**src/hdl/lpa_pkg.sv**
```systemverilog
package lpa_pkg;

    // =========================================================================
    // Management frame layout
    // =========================================================================
    localparam logic [4:0] LPA_REG_ADDR = 5'h05;
    localparam logic [5:0] LPA_PRE_LEN = 6'h20;
    localparam logic [4:0] LPA_HDR_LAST = 5'h0c;
    localparam logic [4:0] LPA_TA_LAST = 5'h01;
    localparam logic [4:0] LPA_DATA_LAST = 5'h0f;
    localparam logic [4:0] LPA_DATA_BITS = 5'h10;
    localparam logic [1:0] LPA_OP_READ = 2'h2;
    localparam logic [1:0] LPA_OP_WRITE = 2'h1;

    // =========================================================================
    // Register fields
    // =========================================================================
    localparam logic [15:0] LPA_RESET = 16'h0000;
    localparam int LPA_NEXT_PAGE = 15;
    localparam int LPA_ACK = 14;
    localparam int LPA_REMOTE_FAULT = 13;
    localparam int LPA_RSVD_HI = 12;
    localparam int LPA_RSVD_LO = 10;
    localparam int LPA_T4 = 9;
    localparam int LPA_TECH_HI = 8;
    localparam int LPA_TECH_LO = 5;
    localparam int LPA_SEL_HI = 4;
    localparam int LPA_OVR_HI = 3;

    typedef enum logic [2:0] {
        LPA_PRE = 3'b000,
        LPA_HDR = 3'b001,
        LPA_TA_RD = 3'b010,
        LPA_DATA_RD = 3'b011,
        LPA_TA_WR = 3'b100,
        LPA_DATA_WR = 3'b101
    } lpa_state_t;

endpackage

```
**src/hdl/lpa_ability_reg.sv**
```systemverilog
module lpa_ability_reg (
    input wire logic mclk,
    input wire logic rst,
    input wire logic load,
    input wire logic [15:0] code_word,
    input wire logic wr_en,
    input wire logic [15:0] wr_data,
    input wire logic command_override_write,
    output logic [15:0] value
);

    logic [15:0] value_reg;
    logic [15:0] value_next;

    always_comb begin
        value_next = value_reg;
        if (load) begin
            value_next = code_word;
        end else if (wr_en && command_override_write) begin
            value_next[lpa_pkg::LPA_OVR_HI:0] = wr_data[lpa_pkg::LPA_OVR_HI:0];
        end
        // Fixed zeros are forced after every update so no path can set them.
        value_next[lpa_pkg::LPA_RSVD_HI:lpa_pkg::LPA_RSVD_LO] = 3'h0;
        value_next[lpa_pkg::LPA_T4] = 1'b0;
    end

    always_ff @(posedge mclk) begin
        if (rst) begin
            value_reg <= lpa_pkg::LPA_RESET;
        end else begin
            value_reg <= value_next;
        end
    end

    // Bit 15 next page, 14 acknowledge, 13 remote fault, 8:5 technologies,
    // 4:0 selector code are loaded from the code word; writes with command_override_write high can replace bits 3:0.
    assign value = value_reg;

endmodule // lpa_ability_reg

```
**src/hdl/lpa_mgmt.sv**
```systemverilog
module lpa_mgmt (
    input wire logic mclk,
    input wire logic rst,
    input wire logic mdc,
    input wire logic mdio_in,
    output logic mdio_out,
    output logic mdio_oe,
    input wire logic [4:0] phy_addr,
    input wire logic command_override_write,
    input wire logic code_word_valid,
    input wire logic [15:0] code_word,
    output logic [15:0] partner_ability
);

    // =========================================================================
    // Pin synchronisers
    // =========================================================================
    logic mdc_s1_reg;
    logic mdc_s2_reg;
    logic mdc_s3_reg;
    logic mdio_s1_reg;
    logic mdio_s2_reg;
    logic [4:0] addr_s1_reg;
    logic [4:0] addr_s2_reg;
    logic mdc_rise;

    always_ff @(posedge mclk) begin
        if (rst) begin
            mdc_s1_reg <= 1'b0;
            mdc_s2_reg <= 1'b0;
            mdc_s3_reg <= 1'b0;
            mdio_s1_reg <= 1'b1;
            mdio_s2_reg <= 1'b1;
            addr_s1_reg <= 5'h00;
            addr_s2_reg <= 5'h00;
        end else begin
            mdc_s1_reg <= mdc;
            mdc_s2_reg <= mdc_s1_reg;
            mdc_s3_reg <= mdc_s2_reg;
            mdio_s1_reg <= mdio_in;
            mdio_s2_reg <= mdio_s1_reg;
            addr_s1_reg <= phy_addr;
            addr_s2_reg <= addr_s1_reg;
        end
    end

    // The third flop only delays the clock pin for edge detection.
    // The data pin is read from its second flop at the detected rise, long after it settled.
    assign mdc_rise = mdc_s2_reg && !mdc_s3_reg;

    // =========================================================================
    // Frame engine
    // =========================================================================
    lpa_pkg::lpa_state_t state_reg;
    lpa_pkg::lpa_state_t state_next;
    logic [5:0] pre_cnt_reg;
    logic [5:0] pre_cnt_next;
    logic [4:0] bit_cnt_reg;
    logic [4:0] bit_cnt_next;
    logic [11:0] hdr_reg;
    logic [11:0] hdr_next;
    logic [15:0] data_reg;
    logic [15:0] data_next;
    logic out_reg;
    logic out_next;
    logic oe_reg;
    logic oe_next;
    logic wr_en_reg;
    logic wr_en_next;
    logic [15:0] wr_data_reg;
    logic [15:0] wr_data_next;
    logic [12:0] hdr_full;
    logic [15:0] reg_value;
    logic frame_ours;

    assign hdr_full = {hdr_reg, mdio_s2_reg};
    // A frame is ours only with a start bit of one, our address and this register.
    assign frame_ours = hdr_full[12] && (hdr_full[9:5] == addr_s2_reg)
        && (hdr_full[4:0] == lpa_pkg::LPA_REG_ADDR);

    always_comb begin
        state_next = state_reg;
        pre_cnt_next = pre_cnt_reg;
        bit_cnt_next = bit_cnt_reg;
        hdr_next = hdr_reg;
        data_next = data_reg;
        out_next = out_reg;
        oe_next = oe_reg;
        wr_en_next = 1'b0;
        wr_data_next = wr_data_reg;
        if (mdc_rise) begin
            case (state_reg)
                lpa_pkg::LPA_PRE: begin
                    if (mdio_s2_reg) begin
                        if (pre_cnt_reg != lpa_pkg::LPA_PRE_LEN) begin
                            pre_cnt_next = pre_cnt_reg + 6'h01;
                        end
                    end else if (pre_cnt_reg == lpa_pkg::LPA_PRE_LEN) begin
                        state_next = lpa_pkg::LPA_HDR;
                        bit_cnt_next = 5'h00;
                        pre_cnt_next = 6'h00;
                    end else begin
                        pre_cnt_next = 6'h00;
                    end
                end
                lpa_pkg::LPA_HDR: begin
                    hdr_next = hdr_full[11:0];
                    bit_cnt_next = bit_cnt_reg + 5'h01;
                    if (bit_cnt_reg == lpa_pkg::LPA_HDR_LAST) begin
                        bit_cnt_next = 5'h00;
                        state_next = lpa_pkg::LPA_PRE;
                        if (frame_ours && hdr_full[11:10] == lpa_pkg::LPA_OP_READ) begin
                            state_next = lpa_pkg::LPA_TA_RD;
                        end else if (frame_ours && hdr_full[11:10] == lpa_pkg::LPA_OP_WRITE) begin
                            state_next = lpa_pkg::LPA_TA_WR;
                        end
                    end
                end
                lpa_pkg::LPA_TA_RD: begin
                    // Second turnaround bit is driven low, data follows.
                    out_next = 1'b0;
                    oe_next = 1'b1;
                    data_next = reg_value;
                    bit_cnt_next = 5'h00;
                    state_next = lpa_pkg::LPA_DATA_RD;
                end
                lpa_pkg::LPA_DATA_RD: begin
                    if (bit_cnt_reg == lpa_pkg::LPA_DATA_BITS) begin
                        oe_next = 1'b0;
                        out_next = 1'b0;
                        state_next = lpa_pkg::LPA_PRE;
                    end else begin
                        out_next = data_reg[15];
                        data_next = {data_reg[14:0], 1'b0};
                        bit_cnt_next = bit_cnt_reg + 5'h01;
                    end
                end
                lpa_pkg::LPA_TA_WR: begin
                    bit_cnt_next = bit_cnt_reg + 5'h01;
                    if (bit_cnt_reg == lpa_pkg::LPA_TA_LAST) begin
                        bit_cnt_next = 5'h00;
                        state_next = lpa_pkg::LPA_DATA_WR;
                    end
                end
                lpa_pkg::LPA_DATA_WR: begin
                    data_next = {data_reg[14:0], mdio_s2_reg};
                    bit_cnt_next = bit_cnt_reg + 5'h01;
                    if (bit_cnt_reg == lpa_pkg::LPA_DATA_LAST) begin
                        // The strobe lasts one cycle; a load in that cycle wins in the register.
                        wr_en_next = 1'b1;
                        wr_data_next = {data_reg[14:0], mdio_s2_reg};
                        state_next = lpa_pkg::LPA_PRE;
                    end
                end
                default: begin
                    state_next = lpa_pkg::LPA_PRE;
                    pre_cnt_next = 6'h00;
                    oe_next = 1'b0;
                end
            endcase
        end
    end

    always_ff @(posedge mclk) begin
        if (rst) begin
            state_reg <= lpa_pkg::LPA_PRE;
            pre_cnt_reg <= 6'h00;
            bit_cnt_reg <= 5'h00;
            hdr_reg <= 12'h000;
            data_reg <= 16'h0000;
            out_reg <= 1'b0;
            oe_reg <= 1'b0;
            wr_en_reg <= 1'b0;
            wr_data_reg <= 16'h0000;
        end else begin
            state_reg <= state_next;
            pre_cnt_reg <= pre_cnt_next;
            bit_cnt_reg <= bit_cnt_next;
            hdr_reg <= hdr_next;
            data_reg <= data_next;
            out_reg <= out_next;
            oe_reg <= oe_next;
            wr_en_reg <= wr_en_next;
            wr_data_reg <= wr_data_next;
        end
    end

    assign mdio_out = out_reg;
    assign mdio_oe = oe_reg;

    // =========================================================================
    // Partner ability register
    // =========================================================================
    lpa_ability_reg u_ability (
        .mclk(mclk),
        .rst(rst),
        .load(code_word_valid),
        .code_word(code_word),
        .wr_en(wr_en_reg),
        .wr_data(wr_data_reg),
        .command_override_write(command_override_write),
        .value(reg_value)
    );

    assign partner_ability = reg_value;

endmodule // lpa_mgmt

```
**config.mk**
```make
export PLATFORM = sky130hd
export DESIGN_NAME = lpa_mgmt
export DESIGN_NICKNAME = d
export VERILOG_FILES = /design/src/hdl/lpa_pkg.sv /design/src/hdl/lpa_ability_reg.sv /design/src/hdl/lpa_mgmt.sv
export SDC_FILE = /design/constraint.sdc
export NUM_CORES = 1
export LEC_CHECK = 0
export BUFFER_PORTS_ARGS = -buffer_cell sky130_fd_sc_hd__buf_2
export CELL_PAD_IN_SITES_DETAIL_PLACEMENT = 0
export CELL_PAD_IN_SITES_GLOBAL_PLACEMENT = 1
export CORE_UTILIZATION = 25
export DETAILED_ROUTE_END_ITERATION = 16
export PLACE_DENSITY = 0.52
export SLEW_MARGIN = 20
export SYNTH_ARGS = -nofsm -noshare
export SYNTH_HDL_FRONTEND = slang
export SYNTH_SLANG_ARGS = --single-unit
```
**constraint.sdc**
```tcl
create_clock -name mclk -period 3.22 [get_ports mclk]
set_input_delay 0.483 -clock mclk [delete_from_list [all_inputs] [get_ports mclk]]
set_output_delay 0.483 -clock mclk [all_outputs]
set_load 0.02 [all_outputs]
```
Yosys cells after proc, flatten, opt, wreduce, memory -nomap -nowiden
Index checks and enable logic that the tools add are counted.
{"block": "word_totals", "regBits": 80, "input_bits": 27, "output_inout_bits": 18, "word_cells": 98}
{"block": "op_classes", "n_addsub": 2, "n_eq_ne": 23, "mux": 27, "bitwise_logic": 4, "n_reduce_logical": 23}
{"operator": "16-bit one-hot mux with 3 select lines", "count": 1}
{"operator": "5-bit one-hot mux with 6 select lines", "count": 1}
{"operator": "5-bit two-way mux", "count": 5}
{"operator": "3-bit two-way mux", "count": 8}
{"operator": "3-bit one-hot mux with 6 select lines", "count": 1}
{"operator": "16-bit two-way mux", "count": 1}
{"operator": "2-bit != test, second input constant", "count": 7}
{"operator": "6-bit two-way mux", "count": 2}
{"operator": "6-bit one-hot mux with 2 select lines", "count": 1}
{"operator": "3-bit AND reduction", "count": 4}
{"operator": "5-bit by 4-bit equality test with 1-bit output, second input constant", "count": 2}
{"operator": "4-bit two-way mux", "count": 2}
{"operator": "7-bit AND reduction", "count": 1}
{"operator": "6-bit by 1-bit adder with 6-bit output, second input constant", "count": 1}
{"operator": "3-bit by 2-bit equality test with 1-bit output, second input constant", "count": 2}
{"operator": "3-bit equality test, second input constant", "count": 2}
{"operator": "6-bit equality test, second input constant", "count": 1}
{"operator": "1-bit logical AND", "count": 6}
{"operator": "6-bit != test, second input constant", "count": 1}
{"operator": "6-bit nonzero test", "count": 1}
{"operator": "5-bit by 1-bit adder with 5-bit output, second input constant", "count": 1}
{"operator": "5-bit by 1-bit equality test with 1-bit output, second input constant", "count": 1}
{"operator": "5-bit by 3-bit equality test with 1-bit output, second input constant", "count": 1}
{"operator": "5-bit equality test", "count": 1}
{"operator": "other kinds (18)", "count": 25}

Depth between registers and ports, before layout
Gate-level depths: netlist of run 1.
{"block": "logic_depth", "ltp_word": 8, "mapped_depth": 8}

Cells and area by module
From an unflattened synthesis of run 1, not the netlist that was laid out.
{"block": "hier_totals", "cells_unflattened": 413, "hier_area_um2": 3793.6}
{"module": "lpa_mgmt", "instances": 1, "cells_per_inst": 361, "area_per_inst_um2": 3223.1}
{"module": "lpa_ability_reg", "instances": 1, "cells_per_inst": 52, "area_per_inst_um2": 570.5}

Worst setup path after synthesis of run 1
No wires, ideal clock.
{"block": "synth_timing", "kind": "flip-flop to flip-flop", "start": "register bit_cnt_reg[0]", "end": "register state_reg[2]", "t_arrival_ns": 1.863, "setup_slack_ns": 1.287, "stages_incl_launch_ff": 7, "path_buffers": 0, "path_cell_list": "dfxtp_1 ha_1 or4b_4 a2bb2oi_1 nand3_2 or4b_1 a21oi_1"}
{"block": "synth_between", "elab_chain_len": 3}
{"item": "from (decl)", "line": "lpa_mgmt.sv:58", "rtl": "logic [4:0] bit_cnt_reg;"}
{"item": "from (signal assigned)", "line": "lpa_mgmt.sv:178", "rtl": "bit_cnt_reg <= bit_cnt_next;"}
{"item": "5-bit by 4-bit equality test with 1-bit output (tied with other cells)", "line": "lpa_mgmt.sv:148", "rtl": "if (bit_cnt_reg == lpa_pkg::LPA_DATA_LAST) begin"}
{"item": "2-bit != test (no source line)"}
{"item": "7-bit AND reduction (no source line) (*)"}
{"item": "to (signal assigned)", "line": "lpa_mgmt.sv:166", "rtl": "state_reg <= lpa_pkg::LPA_PRE;"}
{"item": "to (signal assigned)", "line": "lpa_mgmt.sv:176", "rtl": "state_reg <= state_next;"}
{"item": "to (decl)", "line": "lpa_mgmt.sv:54", "rtl": "lpa_pkg::lpa_state_t state_reg;"}
Mark *: on every way between the ends. The rest lies on a longest branch, timed or not.
A chain may end at the register's enable or synchronous reset.

Worst setup path after layout of run 1
{"block": "layout_timing", "start": "register state_reg[1]", "end": "register pre_cnt_reg[2]"}
{"block": "layout_between", "elab_chain_len": 4}
{"item": "3-bit equality test (tied with other cells)", "line": "lpa_mgmt.sv:92", "rtl": "case (state_reg)"}
{"item": "5-bit OR reduction (no source line)"}
{"item": "1-bit inverter (no source line)"}
{"item": "3-bit AND reduction (no source line)"}
{"item": "to (signal assigned)", "line": "lpa_mgmt.sv:177", "rtl": "pre_cnt_reg <= pre_cnt_next;"}
{"item": "to (decl)", "line": "lpa_mgmt.sv:56", "rtl": "logic [5:0] pre_cnt_reg;"}
Parallel ways exist; a longest one is shown, timed or not.

==> results.md, run 1 <==
- Clock transition at path regs: 60 ps
- Gr usage total: 0.1092
- Number of buffers created by CTS: 9
- Horiz. Die Dim: 117.6 um
- CP Data Required Time: 3490 ps
- Uppermost layer routed: met4
- First-pass GRT wire length: 12.08 mm
- Predominant post-synthesis flop cell: dfxtp_1
- Ratio of cells with drive above 1 in the final layout: 0.1734
- Cell area after synthesis: 3341 um^2
- Detail Route met3 WL: 152 um
- Outcome: finished, final reports clean
- Metal-1 WL: 3.701 mm
- Multiplexer share of the synthesized area: 0.1079
- Yosys cell types: 51
- Initial antenna violation count: 0
- Synth area leaders: dfxtp_1, mux2i_1, nor2_1
- Die Ht: 117.6 um
- Max FO, Critical Path: 17
- Pin count of the biggest net entering global routing: 30
- Post-synth EDFFs: 0
- Switching Fraction: 0.2157
- Worst slew pin tran: 572.8 ps
- Clock latency on the worst-skew pair: 330 ps
- Total power: 0.002087 W
- Area delta synth->final: 19.03%
- Final Setup Violations: 0
- WS Path Type: reg -> reg
- Total gr overflow: 0
- FFs w/ async S/R, synth: 0
- First-pass DRT Iterations: 4
- Hold_buf cts: 0
- CP Data Arrival Time: 2460 ps
- Root Buffer: clkbuf_16
- PD cells: 524.9 nW/um^2
- RSZ-0062 raised after global routing: no
- Post-Synth Adder-Cell Area: 0.02247
- Clock share of power: 0.489
- Internal Pwr Total: 0.001637 W
- Core Area: 12,820 um^2
- Placer Congestion: 0.6916
- Antenna cell count: 0
- Comb pwr share: 0.046
- Synth area leader: dfxtp_1
- Largest family of logic cells by synthesized area: simple AND/OR/NAND/NOR gates
- Max Transition Viols Final: 0
- Mapped Cells: 361
- Hold Path Class: in -> reg
- Maximum VDD drop: 0.1851 mV
- Final hold vios: 0
- Vias post-DR: 2,579
- Antenna viol nets, final: 0
- CTS sink cnt: 76
- F_max: 456.3 MHz
- DR WL/cell: 12.45 um
- Max reg flops: 16
- Mean post-synth cell area: 9.254 um^2
- Post-route minimum period: 2191 ps
- Port bufs: 36
- Site row count: 41
- Initial core utilization: 0.2605
- Depth of the CTS H-tree: 3
- Ys Warns: 0
- Synth Area in XOR/XNOR: 0.01835
- Net Switching: 0.0004501 W
- # fillers: 1,383
- Number of global-route vias before repair: 2,422
- FF+latch count, synth: 76
- Resized Gates After CTS: 0
- Setup Fix Bufs, Post-CTS: 0
- Post-synthesis compound-gate area fraction: 0.1206
- CP Launch Type: register
- Final period util: 0.6806
- CTS max path bufs: 2
- CP Capture Type: register
- Yosys top cell area share: 0.4554
- Nets: 426
- CTS tree: done
- Routed WL: 7.096 mm
- Initial DRC Count: 145
- Part of the power in registers: 0.465
- Sum Neg Setup Slack: 0 ps
- # IOs: 45
- Routed vias/inst: 4.525
- Sequential area share after synthesis: 0.4554
- Clock Skew: 5.432 ps
- # DRC: 0
- Detailed-placement wirelength estimate: 4.885 mm
- Met2 routed WL: 3.040 mm
- Max transition margin: 0.6176
- Simple-Gate Fraction of Synth Area: 0.2243
- Leak: 1.581 nW
- Die ar.: 13,830 um^2
- Max Cap Viol: 0
area by class of cell:
type	instances	area, um^2	share of cell area
Clock buffer	12	256.5	0.06451
Clock inverter	4	47.55	0.01196
Inverter	7	26.28	0.006608
Multi-Input combinational cell	255	1669	0.4198
Sequential cell	76	1521	0.3826
Tap cell	172	215.2	0.05412
Timing Repair Buffer	44	240.2	0.06042
per-layer routing:
layer | global-route usage | up-vias
met5 | 0 | -
met4 | 0.07212 | 0
met2 | 0.1590 | 33
met1 | 0.1473 | 1212
met3 | 0.01890 | 12
li1 | - | 1322
worst max-delay path: stages, from the launching register on:
cell and delay, ps:
dfxtp_1 680, nand2_1 290, a221o_1 540, or4_1 500
a21oi_1 120
cells by family (layout without fill, tap and decap cells):
| family | after synthesis | count (layout) |
|---|---|---|
| compound gates | 56 | 56 |
| xor+xnor | 7 | 7 |
| fa+ha+maj | 6 | 6 |
| buf+inv | 33 | 67 |
| flops | 76 | 76 |
| mux | 36 | 36 |
| other cells | 1 | 4 |
| simple gates | 146 | 146 |
cell usage after synthesis (3+ instances only):
cell / count
a21oi_1: 15
mux2i_1: 36
buf_6: 3
xor2_1: 5
a22oi_1: 5
clkbuf_1: 12
nand2_1: 20
buf_2: 4
nor2b_1: 17
nor3_1: 8
o21ai_0: 5
and3_1: 3
nor2_1: 55
nand3_1: 13
ha_1: 6
a31oi_1: 3
o211ai_1: 3
nand2b_1: 5
inv_1: 7
dfxtp_1: 76
nor4_1: 3
buf_1: 3
a211oi_1: 13
or3_1: 4
buf_4: 4
stage by stage:
step / std cells / instance area [um^2] / setup WS (ps) / hold slack, ps / utilization
finish: 570 / 3976 / 1029 / 333.0 / 0.3100
detailed placement: 554 / 3672 / 1030 / 409.6 / 0.2863
floorplan: 364 / 3352 / 1287 / 389.5 / -
global route: 570 / 3976 / 824.4 / 320.8 / 0.3100
global placement: 554 / 3672 / 1076 / 393.2 / 0.2863
CTS: 570 / 3976 / 1019 / 320.2 / 0.3100
layout by cell type, fill, tap and decap left out, types with 4 or more instances in the layout:
cell	n
inv_1	7
nor2b_1	17
dfxtp_1	76
nand2b_1	5
a22oi_1	5
nand2_1	20
nor3_1	7
or3_1	4
nor2_1	55
clkbuf_16	9
a211oi_1	13
a21oi_1	15
ha_1	6
xor2_1	5
buf_4	8
mux2i_1	36
conb_1	4
o21ai_0	4
nand3_1	13
buf_2	36
power by group through the flow:
stage	clock, W	sequential, W	combinational, W
after global routing	0.00110	0.000972	0.000108
after detailed placement	0	0.000992	0.0000987
final	0.00102	0.000970	0.0000967
after floorplan	0	0.000998	0.0000601
after CTS	0.00106	0.000971	0.0000991
after global placement	0	0.000991	0.0000980
worst paths after layout:
path                                   start             end  slack [ps]  cells after the start
worst max-delay path            state_reg[1]  pre_cnt_reg[2]        1030                      4
worst min-delay path                 mdio_in     mdio_s1_reg         330                      2
worst max register to register  state_reg[1]  pre_cnt_reg[2]        1030                      4
worst min register to register   mdio_s1_reg     mdio_s2_reg         420                      1
Note: power is estimated with default switching activity, not from simulation.
==> inputs of run 2 (changes only) <==
==> constraint.sdc (replaced) <==
create_clock -name mclk -period 2.2 [get_ports mclk]
set_input_delay 0.33 -clock mclk [delete_from_list [all_inputs] [get_ports mclk]]
set_output_delay 0.33 -clock mclk [all_outputs]
set_load 0.02 [all_outputs]
==> results.md, run 2 (same netlist as run 1, synthesis figures left out) <==
- Outcome: finished, final reports clean
- Clock transition at path regs: 50 ps
- Max FO, Critical Path: 4
- CP Capture Type: register
- Antenna cell count: 0
- Buf/Inv on CP: 1
- CTS tree: done
- Ratio of cells with drive above 1 in the final layout: 0.1955
- Site row count: 41
- Final period util: 0.9362
- Maximum VDD drop: 0.2916 mV
- Worst r2r dst: state_reg[2]
- Switching Fraction: 0.2228
- Port bufs: 36
- Die ar.: 13,830 um^2
- Place WS: 109.0 ps
- Clock latency on the worst-skew pair: 330 ps
- Max Transition Viols Final: 0
- PD cells: 711.0 nW/um^2
- PnR worst setup slack: 140.3 ps
- Reg area: 1524 um^2
- Detailed-placement wirelength estimate: 5.014 mm
- Crit path to: state_reg[2]
- Sum Neg Setup Slack: 0 ps
- Part of the power in registers: 0.498
- Antenna viol nets, final: 0
- CP Launch Type: register
- WS Path Type: reg -> reg
- Hold Path Class: in -> reg
- Clock Skew: 5.451 ps
- Routed vias/inst: 4.418
- Root Buffer: clkbuf_16
- CP Data Required Time: 2460 ps
- Die Ht: 117.6 um
- Final Setup Violations: 0
- Vias post-DR: 2,545
- Most frequent cells in the layout: dfxtp_1, nor2_1, mux2i_1, buf_2, nand2_1
- Pin count of the biggest net entering global routing: 45
- DR WL/cell: 12.40 um
- RSZ-0062 raised after global routing: no
- Initial antenna violation count: 0
- Top Family by Delay on Critical Path: simple AND/OR/NAND/NOR gates
- Critical R2R Launch: pre_cnt_reg[0]
- Gr usage total: 0.1101
- Internal Pwr Total: 0.002217 W
- Placer Congestion: 0.7286
- Final hold vios: 0
- # fillers: 1,415
- Area delta synth->final: 20.07%
- Number of global-route vias before repair: 2,473
- Initial DRC Count: 144
- Horiz. Die Dim: 117.6 um
- Crit-path cells: inv_2 > ha_1 > or4bb_4 > o22ai_4 > nand3_2 > or4b_1 > a21oi_1
- Leak: 1.599 nW
- First-pass DRT Iterations: 4
- F_max: 485.5 MHz
- Initial core utilization: 0.2605
- Total power: 0.002852 W
- Hold_ws: 177.8 ps
- Max reg flops: 16
- Max stage delay on crit path: 480 ps
- Max Cap Viol: 0
- Cells on worst reg2reg path: 7
- Commonest non-fill, non-tap cell in the layout: dfxtp_1
- CTS max path bufs: 2
- # IOs: 45
- Number of buffers created by CTS: 9
- Critical-path top delay cell: or4bb_4
- Total gr overflow: 0
- First-pass GRT wire length: 12.12 mm
- Depth of the CTS H-tree: 3
- Max transition margin: 0.4208
- Area of the multi-input gates: 1689 um^2
- CP Depth: 7
- Nets: 433
- Routed WL: 7.145 mm
- Worst hold path depth: 2
- CP Data Arrival Time: 2320 ps
- Core Area: 12,820 um^2
- Clock share of power: 0.450
- # DRC: 0
- Net Switching: 0.0006355 W
- Reg2Reg Setup Slack: 140 ps
- Post-route minimum period: 2060 ps
- Comb pwr share: 0.052
- CP startpoint: pre_cnt_reg[0]
- Worst slew pin tran: 868.8 ps
- CTS sink cnt: 76
run 2: worst reg2reg max path, cell delays in order (launching register included):
cell and delay [ps]:
dfxtp_2 330, inv_2 60, ha_1 150, or4bb_4 480, o22ai_4 190, nand3_2 140, or4b_1 480, a21oi_1 140
run 2: worst min path at each step:
stage	slack, ps	endpoint	startpoint
2_1_floorplan	390	mdio_s2_reg	mdio_s1_reg
3_3_place_gp	400	mdio_s2_reg	mdio_s1_reg
3_5_place_dp	400	mdio_s2_reg	mdio_s1_reg
4_1_cts	160	mdio_s1_reg	mdio_in
5_1_grt	160	mdio_s1_reg	mdio_in
6_report	180	mdio_s1_reg	mdio_in
run 2: repair_timing:
item | 4_1_cts | 5_1_grt
buffers inserted | 0 | 0
hold buffers | 0 | 0
endpoints found under the setup margin | 0 | 1
gates resized for setup | 0 | 7
run 2: final cells by class:
class | count | area share
Clock buffer | 12 | 0.05895
Clock inverter | 3 | 0.003743
Inverter | 7 | 0.006550
Multi-Input combinational cell | 255 | 0.4211
Sequential cell | 76 | 0.3799
Tap cell | 172 | 0.05365
Timing Repair Buffer | 51 | 0.07611
run 2: power groups by stage:
stage | combinational, W | clock (W) | sequential, W
finish | 0.000149 | 0.00128 | 0.00142
detailed placement | 0.000151 | 0 | 0.00145
global route | 0.000167 | 0.00141 | 0.00142
CTS | 0.000152 | 0.00133 | 0.00142
global placement | 0.000151 | 0 | 0.00145
floorplan | 0.0000880 | 0 | 0.00146
run 2: metrics by stage:
step / instance area (um^2) / util / cells
after global routing: 4011 / 0.3128 / 576
after floorplan: 3352 / - / 364
final: 4011 / 0.3128 / 576
after global placement: 3737 / 0.2914 / 561
after CTS: 3989 / 0.3110 / 576
after detailed placement: 3737 / 0.2914 / 561
run 2: routing by layer:
layer  routed length (um)  GRT usage
met1                 3626     0.1439
met2                 3195     0.1694
met3                  198    0.02955
met5                    0          0
met4                  125    0.04808
==> inputs of run 3 (changes only) <==
--- a/config.mk
+++ b/config.mk
@@ -8,10 +8,11 @@
 export BUFFER_PORTS_ARGS = -buffer_cell sky130_fd_sc_hd__buf_2
 export CELL_PAD_IN_SITES_DETAIL_PLACEMENT = 0
 export CELL_PAD_IN_SITES_GLOBAL_PLACEMENT = 1
-export CORE_UTILIZATION = 25
+export CORE_UTILIZATION = 43
 export DETAILED_ROUTE_END_ITERATION = 16
-export PLACE_DENSITY = 0.52
+export PLACE_DENSITY = 0.8
 export SLEW_MARGIN = 20
 export SYNTH_ARGS = -nofsm -noshare
 export SYNTH_HDL_FRONTEND = slang
 export SYNTH_SLANG_ARGS = --single-unit
+export TNS_END_PERCENT = 20
==> results.md, run 3 (same netlist as run 1, synthesis figures left out) <==
- Post-route minimum period: 2047 ps
- Metal-1 WL: 3.195 mm
- CTS sink cnt: 76
- Max stage delay on crit path: 480 ps
- Leak: 1.580 nW
- Maximum VDD drop: 0.6733 mV
- Ratio of cells with drive above 1 in the final layout: 0.1886
- Final std cells w/o fill: 502
- DR WL/cell: 12.69 um
- F_max: 488.6 MHz
- Clock latency on the worst-skew pair: 350 ps
- Site row count: 31
- Final hold vios: 0
- Clock transition at path regs: 80 ps
- Worst r2r dst: state_reg[2]
- Placer Congestion: 0.7716
- Met2 routed WL: 2.861 mm
- Nets: 431
- Setup Fix Bufs, Post-CTS: 0
- Layout Utilization: 0.5251
- Worst hold path depth: 2
- Final period util: 0.9304
- Detailed-placement wirelength estimate: 4.528 mm
- WS Path Type: reg -> reg
- Die ar.: 8125 um^2
- Initial DRC Count: 163
- Initial core utilization: 0.4533
- Area delta synth->final: 15.84%
- CP Data Required Time: 2470 ps
- Min-delay src: mdio_in
- Routed WL: 6.370 mm
- Detail Route met3 WL: 246 um
- First-pass GRT wire length: 11.01 mm
- # IOs: 45
- Final Setup Violations: 0
- Sum Neg Setup Slack: 0 ps
- CTS max path bufs: 2
- Uppermost layer routed: met4
- # DRC: 0
- Initial antenna violation count: 0
- Port bufs: 36
- Antenna cell count: 0
- RSZ-0062 raised after global routing: no
- Most frequent cells in the layout: dfxtp_1, nor2_1, mux2i_1, buf_2, nand2_1
- Reg2Reg Setup Slack: 150 ps
- Critical-path top delay cell: or4b_1
- Number of global-route vias before repair: 2,361
- PD cells: 717.5 nW/um^2
- Max Cap Viol: 0
- Max reg flops: 16
- Core Area: 7370 um^2
- Hold_buf cts: 0
- Hold EP: mdio_s1_reg
- Max transition margin: 0.4298
- Max Transition Viols Final: 0
- CP Capture Type: register
- Horiz. Die Dim: 90.14 um
- Gr usage total: 0.1691
- Top Family by Delay on Critical Path: simple AND/OR/NAND/NOR gates
- Die Ht: 90.14 um
- Cells on worst reg2reg path: 7
- Inst Count DP: 486
- Pin count of the biggest net entering global routing: 47
- Number of buffers created by CTS: 9
- Antenna viol nets, final: 0
- CTS tree: done
- Routed vias/inst: 5.145
- Crit-path cells: inv_1 > ha_1 > or4bb_1 > o22ai_2 > nand3_2 > or4b_1 > a21oi_1
- Clock Skew: 11.55 ps
- First-pass DRT Iterations: 4
- Commonest non-fill, non-tap cell in the layout: dfxtp_1
- Hold Path Class: in -> reg
- Max FO, Critical Path: 4
- Buf/Inv on CP: 1
- CP Launch Type: register
- Worst slew pin tran: 855.3 ps
- Total gr overflow: 0
- Vias post-DR: 2,583
- Depth of the CTS H-tree: 3
- CP Data Arrival Time: 2310 ps
- Critical R2R Launch: pre_cnt_reg[0]
- Root Buffer: clkbuf_8
- Outcome: finished, final reports clean
-- run 3: changes by cell type in the layout (fill, tap and decap cells not counted), sizes merged --
cell    before  now
buf         51   49
bufinv       0    2
clkbuf      12   10
inv          7    9
clkinv       3    2
-- run 3: layout make-up --
cell class	instances	area, um^2
clock buffer	10	137.6
clock inverter	6	95.09
fill	698	3500
inverter	7	26.28
multi-input combinational	255	1675
sequential	76	1521
tap	99	123.9
timing repair buffer	49	290.3
-- run 3: stage by stage --
step	hold WS, ps	cell area (um^2)	power, W	worst slack [ps]
final	164.5	3870	0.002777	153.2
after global routing	156.6	3870	0.002892	53.31
after CTS	150.1	3864	0.002809	84.17
after detailed placement	424.2	3631	0.001597	95.28
after global placement	419.2	3631	0.001594	151.7
after floorplan	389.5	3352	0.001549	266.7
-- run 3: power by group --
group	switching (W)	internal (W)
Combinational	0.0000867	0.0000601
Clock	0.000533	0.000682
Sequential	0.0000149	0.00140
-- run 3: how the worst max path moves through the flow --
stage / to / cells past startpoint / slack, ps / startpoint
3_3_place_gp: state_reg[2] / 6 / 150 / bit_cnt_reg[0]
2_1_floorplan: state_reg[2] / 6 / 270 / bit_cnt_reg[0]
4_1_cts: state_reg[2] / 6 / 80 / bit_cnt_reg[0]
5_1_grt: state_reg[2] / 7 / 50 / pre_cnt_reg[0]
6_report: state_reg[2] / 7 / 150 / pre_cnt_reg[0]
3_5_place_dp: state_reg[2] / 6 / 100 / bit_cnt_reg[0]
-- run 3: timing repair --
| action | CTS | global route |
|---|---|---|
| endpoints found under the setup margin | 0 | 1 |
| endpoints found under the hold margin | 0 | 0 |
| gates resized for setup | 0 | 1 |
-- run 3: metal layers --
layer | vias to the layer above | global-route usage
li1 | 1336 | -
met1 | 1203 | 0.2256
met2 | 37 | 0.2608
met3 | 7 | 0.04738
met4 | 0 | 0.06048
met5 | - | 0
